File: config.mk
export PLATFORM = sky130hd
export DESIGN_NAME = anps_partner_status
export DESIGN_NICKNAME = d
export VERILOG_FILES = /design/src/rtl/anps_pkg.sv /design/src/rtl/anps_apb_decode.sv /design/src/rtl/anps_partner_status.sv
export SDC_FILE = /design/constraint.sdc
export NUM_CORES = 1
export LEC_CHECK = 0
export BUFFER_PORTS_ARGS = -buffer_cell sky130_fd_sc_hd__buf_2
export CAP_MARGIN = 20
export CORE_MARGIN = 1
export CORE_UTILIZATION = 46
export CTS_CLUSTER_DIAMETER = 150
export DETAILED_ROUTE_END_ITERATION = 6
export GPL_TIMING_DRIVEN = 0
export HOLD_SLACK_MARGIN = 0.15
export PLACE_DENSITY = 0.83
export SYNTH_ARGS = -nofsm -noshare
export SYNTH_HDL_FRONTEND = slang
export SYNTH_SLANG_ARGS = --single-unit
export TNS_END_PERCENT = 10
File: constraint.sdc
create_clock -name pclk -period 2.9 [get_ports pclk]
set_input_delay 0 -clock pclk [delete_from_list [all_inputs] [get_ports pclk]]
set_output_delay 0 -clock pclk [all_outputs]
set_load 0.05 [all_outputs]
File: src/rtl/anps_pkg.sv
// package: register map, field positions and reset values of the partner status block
package anps_pkg;

  // register indices as printed; byte address is four times the index
  localparam logic [7:0]  PARTNER_ABILITY_IDX   = 8'h05;
  localparam logic [7:0]  AUTONEG_EXPANSION_IDX = 8'h06;
  localparam logic [7:0]  IRQ_STATUS_IDX        = 8'h10;
  localparam logic [7:0]  IRQ_MASK_IDX          = 8'h11;

  localparam logic [11:0] PARTNER_ABILITY_ADDR   = 12'h014;
  localparam logic [11:0] AUTONEG_EXPANSION_ADDR = 12'h018;
  localparam logic [11:0] IRQ_STATUS_ADDR        = 12'h040;
  localparam logic [11:0] IRQ_MASK_ADDR          = 12'h044;

  // partner_ability fields
  localparam int NEXT_PAGE_FLAG_BIT   = 15;
  localparam int PARTNER_ACK_BIT      = 14;
  localparam int REMOTE_FAULT_BIT     = 13;
  localparam int FLOW_CONTROL_BIT     = 10;
  localparam int TECH_MSB             = 9;
  localparam int TECH_LSB             = 5;
  localparam int SELECTOR_MSB         = 4;

  // autoneg_expansion fields
  localparam int PARALLEL_FAULT_BIT   = 4;
  localparam int PARTNER_NP_BIT       = 3;
  localparam int LOCAL_NP_BIT         = 2;
  localparam int PAGE_RECEIVED_BIT    = 1;
  localparam int PARTNER_AN_BIT       = 0;

  // interrupt status / mask layout
  localparam int IRQ_PAGE_BIT         = 0;
  localparam int IRQ_FAULT_BIT        = 1;
  localparam int IRQ_WIDTH            = 2;

  localparam logic [15:0] PARTNER_ABILITY_RESET = 16'h0000;
  localparam logic [15:0] ABILITY_WRITABLE_MASK = 16'hE7FF;
  localparam logic [4:0]  SELECTOR_RESET        = 5'h00;
  localparam logic        LOCAL_NP_VALUE        = 1'b0;

endpackage : anps_pkg

File: src/rtl/anps_apb_decode.sv
// module: apb address decode and strobes for the partner status block
`timescale 1ns/1ns
module anps_apb_decode
(
  input  wire logic        psel,
  input  wire logic        penable,
  input  wire logic        pwrite,
  input  wire logic [11:0] paddr,
  output logic             rd_strobe,
  output logic             wr_strobe,
  output logic             hit_ability,
  output logic             hit_expansion,
  output logic             hit_status,
  output logic             hit_mask,
  output logic             unmapped
);

  //==========================================================================
  // decode
  //==========================================================================
  wire access_phase = psel & penable;

  assign rd_strobe     = access_phase & ~pwrite;
  assign wr_strobe     = access_phase &  pwrite;
  assign hit_ability   = (paddr == anps_pkg::PARTNER_ABILITY_ADDR);
  assign hit_expansion = (paddr == anps_pkg::AUTONEG_EXPANSION_ADDR);
  assign hit_status    = (paddr == anps_pkg::IRQ_STATUS_ADDR);
  assign hit_mask      = (paddr == anps_pkg::IRQ_MASK_ADDR);
  assign unmapped      = ~(hit_ability | hit_expansion | hit_status | hit_mask);

endmodule : anps_apb_decode

File: src/rtl/anps_partner_status.sv
// module: link partner ability and auto-negotiation expansion status registers
//
// The APB interface to the registers was left to the implementer.
`timescale 1ns/1ns
// Operation
// - partner ability captured from received bursts
// - bit 15 shows partner next page
// - acknowledge bit from bursts, writes ignored
// - bit 13 shows partner remote fault
// - reserved bits read zero, writes ignored
// - bit 10 shows partner flow control
// - bits 9..5 show partner technologies
// - bits 4..0 selector, zero after reset
// - parallel detection fault latches high
// - expansion bit 3 partner next page able
// - local next page able reads zero
// - expansion bit 0 partner autoneg able
module anps_partner_status
(
  input  wire logic        pclk,
  input  wire logic        presetn,
  input  wire logic        psel,
  input  wire logic        penable,
  input  wire logic        pwrite,
  input  wire logic [11:0] paddr,
  input  wire logic [31:0] pwdata,
  output logic      [31:0] prdata,
  output logic             pready,
  output logic             pslverr,
  input  wire logic        page_valid,
  input  wire logic [15:0] page_word,
  input  wire logic        parallel_fault,
  input  wire logic        partner_an_detected,
  output logic             irq
);

  //==========================================================================
  // decode
  //==========================================================================
  logic rd_strobe;
  logic wr_strobe;
  logic hit_ability;
  logic hit_expansion;
  logic hit_status;
  logic hit_mask;
  logic unmapped;

  anps_apb_decode u_decode
  (
    .psel          (psel),
    .penable       (penable),
    .pwrite        (pwrite),
    .paddr         (paddr),
    .rd_strobe     (rd_strobe),
    .wr_strobe     (wr_strobe),
    .hit_ability   (hit_ability),
    .hit_expansion (hit_expansion),
    .hit_status    (hit_status),
    .hit_mask      (hit_mask),
    .unmapped      (unmapped)
  );

  //==========================================================================
  // state
  //==========================================================================
  logic [15:0] partner_ability_q;
  logic [15:0] partner_ability_d;
  logic        parallel_detect_fault_q;
  logic        parallel_detect_fault_d;
  logic        page_received_q;
  logic        page_received_d;
  logic        partner_autoneg_capable_q;
  logic        partner_autoneg_capable_d;
  logic [anps_pkg::IRQ_WIDTH-1:0] irq_status_q;
  logic [anps_pkg::IRQ_WIDTH-1:0] irq_status_d;
  logic [anps_pkg::IRQ_WIDTH-1:0] irq_mask_q;
  logic [anps_pkg::IRQ_WIDTH-1:0] irq_mask_d;
  logic [31:0] prdata_q;
  logic [31:0] prdata_d;
  logic        pslverr_q;
  logic        pslverr_d;
  logic        access_q;
  logic        fault_rise;
  logic        fault_prev_q;

  wire read_expansion = rd_strobe & hit_expansion & ~access_q;
  wire first_access   = psel & penable & ~access_q;

  //==========================================================================
  // partner ability capture
  //==========================================================================
  // whole page word is taken; reserved bits forced to zero
  assign partner_ability_d = page_valid
                           ? (page_word & anps_pkg::ABILITY_WRITABLE_MASK)
                           : partner_ability_q;

  //==========================================================================
  // expansion flags
  //==========================================================================
  // set wins over the read-clear for both latched bits
  assign parallel_detect_fault_d = parallel_fault
                                 | (parallel_detect_fault_q & ~read_expansion);
  assign page_received_d         = page_valid
                                 | (page_received_q & ~read_expansion);
  assign partner_autoneg_capable_d = partner_autoneg_capable_q
                                   | partner_an_detected | page_valid;

  //==========================================================================
  // interrupts
  //==========================================================================
  assign fault_rise = parallel_fault & ~fault_prev_q;

  wire status_write = first_access & pwrite & hit_status;
  wire mask_write   = first_access & pwrite & hit_mask;

  logic [anps_pkg::IRQ_WIDTH-1:0] irq_events;
  assign irq_events[anps_pkg::IRQ_PAGE_BIT]  = page_valid;
  assign irq_events[anps_pkg::IRQ_FAULT_BIT] = fault_rise;

  assign irq_status_d = irq_events
                      | (irq_status_q
                         & ~(status_write ? pwdata[anps_pkg::IRQ_WIDTH-1:0]
                                          : {anps_pkg::IRQ_WIDTH{1'b0}}));
  assign irq_mask_d   = mask_write ? pwdata[anps_pkg::IRQ_WIDTH-1:0] : irq_mask_q;
  assign irq          = |(irq_status_q & irq_mask_q);

  //==========================================================================
  // read mux
  //==========================================================================
  wire [10:0] expansion_reserved        = 11'h000;
  wire        partner_next_page_capable = partner_ability_q[anps_pkg::NEXT_PAGE_FLAG_BIT];
  wire        local_next_page_capable   = anps_pkg::LOCAL_NP_VALUE;

  wire [15:0] expansion_view =
    {expansion_reserved,
     parallel_detect_fault_q,
     partner_next_page_capable,
     local_next_page_capable,
     page_received_q,
     partner_autoneg_capable_q};

  // field view of the stored partner page
  wire       next_page_flag        = partner_ability_q[anps_pkg::NEXT_PAGE_FLAG_BIT];
  wire       partner_ack           = partner_ability_q[anps_pkg::PARTNER_ACK_BIT];
  wire       remote_fault          = partner_ability_q[anps_pkg::REMOTE_FAULT_BIT];
  wire [1:0] ability_reserved      = 2'h0;
  wire       flow_control_support  = partner_ability_q[anps_pkg::FLOW_CONTROL_BIT];
  wire       four_pair_able        = partner_ability_q[anps_pkg::TECH_MSB];
  wire       fast_full_duplex_able = partner_ability_q[anps_pkg::TECH_MSB - 1];
  wire       fast_half_duplex_able = partner_ability_q[anps_pkg::TECH_MSB - 2];
  wire       slow_full_duplex_able = partner_ability_q[anps_pkg::TECH_MSB - 3];
  wire       slow_half_duplex_able = partner_ability_q[anps_pkg::TECH_LSB];
  wire [4:0] protocol_selector     = partner_ability_q[anps_pkg::SELECTOR_MSB:0];

  wire [15:0] ability_view =
    {next_page_flag,
     partner_ack,
     remote_fault,
     ability_reserved,
     flow_control_support,
     four_pair_able,
     fast_full_duplex_able,
     fast_half_duplex_able,
     slow_full_duplex_able,
     slow_half_duplex_able,
     protocol_selector};

  assign prdata_d = ~(rd_strobe & ~access_q) ? prdata_q
                  : hit_ability   ? {16'h0000, ability_view}
                  : hit_expansion ? {16'h0000, expansion_view}
                  : hit_status    ? {{(32-anps_pkg::IRQ_WIDTH){1'b0}}, irq_status_q}
                  : hit_mask      ? {{(32-anps_pkg::IRQ_WIDTH){1'b0}}, irq_mask_q}
                  : 32'h00000000;

  // writes to read-only registers are dropped silently; unmapped access errors
  assign pslverr_d = first_access ? unmapped : 1'b0;

  assign pready  = access_q;
  assign prdata  = prdata_q;
  assign pslverr = pslverr_q;

  //==========================================================================
  // registers
  //==========================================================================
  always_ff @(posedge pclk or negedge presetn)
  begin
    if (!presetn)
    begin
      partner_ability_q <= anps_pkg::PARTNER_ABILITY_RESET;
    end
    else
    begin
      partner_ability_q <= partner_ability_d;
    end
  end

  always_ff @(posedge pclk or negedge presetn)
  begin
    if (!presetn)
    begin
      parallel_detect_fault_q <= 1'b0;
    end
    else
    begin
      parallel_detect_fault_q <= parallel_detect_fault_d;
    end
  end

  always_ff @(posedge pclk or negedge presetn)
  begin
    if (!presetn)
    begin
      page_received_q <= 1'b0;
    end
    else
    begin
      page_received_q <= page_received_d;
    end
  end

  always_ff @(posedge pclk or negedge presetn)
  begin
    if (!presetn)
    begin
      partner_autoneg_capable_q <= 1'b0;
    end
    else
    begin
      partner_autoneg_capable_q <= partner_autoneg_capable_d;
    end
  end

  always_ff @(posedge pclk or negedge presetn)
  begin
    if (!presetn)
    begin
      irq_status_q <= '0;
    end
    else
    begin
      irq_status_q <= irq_status_d;
    end
  end

  always_ff @(posedge pclk or negedge presetn)
  begin
    if (!presetn)
    begin
      irq_mask_q <= '0;
    end
    else
    begin
      irq_mask_q <= irq_mask_d;
    end
  end

  // response flops: one wait state, read data held until the next read
  always_ff @(posedge pclk or negedge presetn)
  begin
    if (!presetn)
    begin
      prdata_q <= 32'h00000000;
    end
    else
    begin
      prdata_q <= prdata_d;
    end
  end

  always_ff @(posedge pclk or negedge presetn)
  begin
    if (!presetn)
    begin
      pslverr_q <= 1'b0;
    end
    else
    begin
      pslverr_q <= pslverr_d;
    end
  end

  always_ff @(posedge pclk or negedge presetn)
  begin
    if (!presetn)
    begin
      access_q <= 1'b0;
    end
    else
    begin
      access_q <= first_access;
    end
  end

  // previous fault level, for the rising-edge interrupt
  always_ff @(posedge pclk or negedge presetn)
  begin
    if (!presetn)
    begin
      fault_prev_q <= 1'b0;
    end
    else
    begin
      fault_prev_q <= parallel_fault;
    end
  end

endmodule : anps_partner_status

### Word-level counts from Yosys, hierarchy flattened

Cells that the tools add are included.

* equality and inequality tests: 4
* multiplexer cells: 6
* bitwise logic cells: 28
* reductions and logical operators: 1

Operator list (count)
* $eq 12x5->1 const B: 2
* $eq 12x7->1 const B: 2
* $mux 16: 1
* $and 1x1->1: 12
* $or 1x1->1: 7
* $mux 2: 3
* $mux 5: 1
* $not 1->1: 5
* $and 2x2->2: 2
* $not 2->2: 1
* $or 2x2->2: 1
* $reduce_or 2->1: 1
* $mux 1: 1

* register bits after elaboration: 56
* bits of input ports: 68
* output and inout port bits: 35
* word-level logic and storage cells: 49

### Longest topological paths before layout

* depth in word-level cells: 8
* gate-level depth with buffers: 6
* depth with buffers taken out: 4

### Modules after synthesis

From an unflattened synthesis, not the netlist that was laid out.

* cells, all modules: 161
* area, all modules: 1788.0 um^2

By module, submodules not included
* anps_partner_status: times used 1, cells an instance 144, area each 1662.8 um^2, sequential area each 950.9 um^2
* anps_apb_decode: times used 1, cells an instance 17, area each 125.1 um^2, sequential area each 0.0 um^2

### Worst setup path after synthesis

No wires, ideal clock.

* kind: flip-flop to flip-flop
* from: reg access_q, in the netlist pready
* to: reg page_received_q
* setup time: 118 ps
* data arrival time: 1713 ps
* required time: 2782 ps
* path slack: 1069 ps
* cell stages (with the launch flop): 6
* path buffers: 1
* clock period less this slack: 1831 ps
* path through: dfrtp_1 and3b_2 nand2b_1 buf_2 or4_4 a21o_1

* word-level cells in the longest chain between the ends: 5

Ends and longest elaborated chain
* start: declaration: line anps_partner_status.sv:82 `logic access_q;`
* start signal: assignment: line anps_partner_status.sv:290 `access_q <= first_access;`
* $not 1->1: line anps_partner_status.sv:86 `wire read_expansion = rd_strobe & hit_expansion & ~access_q;`
* $and 1x1->1: line anps_partner_status.sv:86
* $not 1->1: line anps_partner_status.sv:104 `| (page_received_q & ~read_expansion);`
* $and 1x1->1: line anps_partner_status.sv:104
* $or 1x1->1: line anps_partner_status.sv:104
* named net page_received_d: line anps_partner_status.sv:71 `logic page_received_d;`
* end signal: assignment: line anps_partner_status.sv:217 `page_received_q <= page_received_d;`
* end: declaration: line anps_partner_status.sv:70 `logic page_received_q;`

The timed path passes the listed nets, and every way through them passes these cells.
A chain may end at the register's enable or synchronous reset.

### Final worst setup path

* from: in paddr[1]
* to: reg pslverr_q, in the netlist pslverr

* word-level cells in the longest chain between the ends: 6
* elaborated cells on any way between the ends: 9
* those cells by class: 4 x eq/ne; 1 x mux; 4 x bitwise

Ends and longest elaborated chain
* start: declaration: line anps_partner_status.sv:25 `input wire logic [11:0] paddr,`
* $eq 12x5->1 (on tied branches): line anps_apb_decode.sv:25, anps_apb_decode.sv:26
* $or 1x1->1 (2 in series): line anps_apb_decode.sv:29 `assign unmapped = ~(hit_ability | hit_expansion | hit_status | hit_mask);`
* $or 1x1->1 *: line anps_apb_decode.sv:29
* $not 1->1 *: line anps_apb_decode.sv:29
* $mux 1 *: line anps_partner_status.sv:176 `assign pslverr_d = first_access ? unmapped : 1'b0;`
* named net pslverr_d: line anps_partner_status.sv:81 `logic pslverr_d;`
* end signal: assignment: line anps_partner_status.sv:278 `pslverr_q <= pslverr_d;`
* end: declaration: line anps_partner_status.sv:80 `logic pslverr_q;`

Mark *: on every way through the listed nets, which the timed path passes. The rest lies on a longest branch.

==> results.md <==
* Met3 Use GR at 6.96%
* Largest net degree at the start of global routing at 39
* Startpoint types: input pin
* Share of layout cells above drive strength 1 at 42.4%
* Core area at 0.00366 sq mm
* Die Wd at 63.7 um
* CTS Sinks at 38
* Total clock buffers created by CTS at 5
* RSZ-0062 raised after global routing: false
* Antenna violations before repair at 0
* Num rows at 22
* Worst path buffer plus inverter count at 4
* Gr ovfl total at 0
* Die ar. at 0.00406 sq mm
* DRT Pass-1 Iters at 4
* R2R cell count at 6
* Leakage power at 1.26 nW
* Syn. warnings at 0
* Hold path startpoint: paddr[6]
* Setup crit end kind: flop
* Capturing point of the worst reg2reg path: prdata[10]
* Finished Layout Cells at 291
* Cell type with the largest total area after synthesis: dfrtp_1
* Max_slew headroom at 46.0%
* Worst slack at placement at 1.18 ns
* Simple logic cell fraction of the synthesized area at 11.6%
* Main combinational cell family by area after synthesis: compound AO/OA/AOI/OAI gates
* Initial cell density of the core at 47.9%
* #FFs+latches synth at 38
* Setup bufs post-CTS at 0
* Ranking of synthesized cells by area: dfrtp_1 54%, mux2_2 10%, buf_4 7.7%, a22o_1 5.5%, nor4b_4 1.4%
* Fmax at 445 MHz
* Ports at 103
* Most used flip-flop cell after synthesis: dfrtp_1
* CTS Root Cell: clkbuf_8
* Mux contribution to synthesized area at 10.3%
* CTS Buffer Depth at 2
* DRT iter0 DRCs at 74
* Vias at 1420
* Critical path fanouts, max at 3
* R2R Path Start: pready
* Yosys cell types at 35
* Routed WL at 3860 um
* Maximum vdd drop at 0.326 mV
* Hold EP: prdata[0]
* Die height at 63.7 um
* Clock Skew at 0.00279 ns
* Cell chain of the critical path: dlygate4sd3_1, buf_2, or2_2, dlygate4sd3_1, o31a_2, dlygate4sd3_1
* Post_cts resized at 0
* CTS tree: done
* GRT Total Usage at 20.9%
* Power Dens Cells at 466 mW/mm^2
* Worst path top cell family by delay: buffers and inverters
* Clk Latency, worst-skew pair at 0.28 ns
* Status: finished, final reports clean
* Setup TNS at 0 ns
* Met2 global-route usage at 37.5%
* Vias/cell at 4.88
* Most frequent cells in the layout: 53 x buf_2, 38 x dfrtp_1, 27 x dlygate4sd3_1
* Avg Inst Size Synth at 12.4 sq um
* Final hold vios at 0
* Crit path time final at 2.25 ns
* Worst-path clk slew at 0.07 ns
* Worst path arrival time at 2.41 ns
* Seq/Total Area, Yosys at 54.2%
* ANT nets after route at 0
* Post-route core utilization at 68.5%
* Vias in the first global route at 1470
* Ant diodes at 0
* Worst hold path class: in -> reg
* Worst Path Required at 3.07 ns
* FF-to-FF setup slack at 1.16 ns
* Top-area cell type share of the netlist area at 54.2%
* Post-synth EDFFs at 0
* Post-Synth XOR/XNOR Area at 0.500%
* CTS Hold Bufs at 27
* Final setup viols at 0
* Cell mode on critical path: dlygate4sd3_1
* Period Utilization, post-route at 77.5%
* H-tree levels at 2
* Worst path max stage delay at 0.57 ns
* Area delta synth->final at 43.0%
* Adder-cell share of the synthesized area at 0%
* First-pass GRT wire length at 6490 um
* Routing usage on met1 at 23.4%
* Synthesized area at 0.00175 sq mm
* Ys async rst share at 100%
* Slew Limit Fails at 0
* Crit path kind: in -> reg
* Final worst slack at 0.652 ns
* Drt wl/cell at 13.3 um
* Final GP Congestion at 0.812
* Worst Max-Slew Pin Slew at 0.811 ns
* Busiest layer in global routing: met2
* Most common cell after layout, fill and taps aside: buf_2
* Worst hold path cell count at 4
* Fin nets at 310
* Max Cap Viol at 0
* DPL Wire Length at 2550 um
* Synth Instances at 141
* Slowest library cell on the worst path: dlygate4sd3_1
* Post-synthesis compound-gate area fraction at 12.9%
* Placed cells at 256
* # DRC at 0
* IO Port Bufs at 50
[through the flow]
step / power, W / area, sq um / hold WS (ns)
4_1_cts: 0.00118 / 2510 / 0.152
3_3_place_gp: 0.000737 / 2130 / 0.139
2_1_floorplan: 0.000691 / 1820 / -0.296
3_5_place_dp: 0.000740 / 2130 / 0.140
5_1_grt: 0.00122 / 2510 / 0.187
6_report: 0.00117 / 2510 / 0.163
[kinds of logic after synthesis]
logic type      Yosys count
buf+inv                  29
simple gates             29
xor+xnor                  1
mux                      16
other cells               1
flops                    38
compound gates           27
[worst max-delay path by stage]
stage	from	end	slack, ns	cells after the start
after floorplan	pready	page_received_q	1.07	5
after global placement	pready	prdata[2]	1.22	6
after detailed placement	pready	prdata[7]	1.18	6
after CTS	paddr[1]	pslverr	0.68	6
after global routing	paddr[1]	pslverr	0.61	6
final	paddr[1]	pslverr	0.65	6
[power breakdown]
part           switching (W)  internal, W  leakage (nW)
clock               0.000171     0.000240        0.0575
combinational       0.000111    0.0000861         0.738
sequential         0.0000103     0.000552         0.469
[flip-flops by register name, summed over array words and instances, names as in the netlist]
name	count
partner_ability_q	14
prdata	14
irq_mask_q	2
irq_status_q	2
fault_prev_q	1
page_received_q	1
parallel_detect_fault_q	1
partner_autoneg_capable_q	1
pready	1
pslverr	1
[cells in the mapped netlist, drive strengths merged, types with 2 or more instances]
master and instances:
nand2b 3, buf 22, a31oi 2, dfrtp 38
nor3 4, o22ai 3, mux2 16, nand4 2
a22o 11, a2bb2oi 2, a21o 2, and2 2
nand2 4, a221o 2, a32o 2, nor4 3
inv 5, clkbuf 2, nor2 4
[final cells by class]
class | instances | area [sq um]
tap | 48 | 60.1
inverter | 5 | 18.8
fill | 266 | 1150
sequential | 38 | 951
buffer | 24 | 161
clock buffer | 8 | 110
timing repair buffer | 77 | 520
multi-input combinational | 91 | 686
[per-layer routing]
| metal | vias up | part of all wire [%] |
|---|---|---|
| met3 | 6 | 8.5 |
| met5 | - | 0 |
| li1 | 677 | - |
| met1 | 667 | 39 |
| met4 | 0 | 0.88 |
| met2 | 70 | 51 |
[worst min-delay path, delay by kind of cell]
kind            cells  cell delay [ns]
simple gates        2             0.11
compound gates      1             0.16
buf+inv             1             0.14
Power figures use the tool's default switching activity.
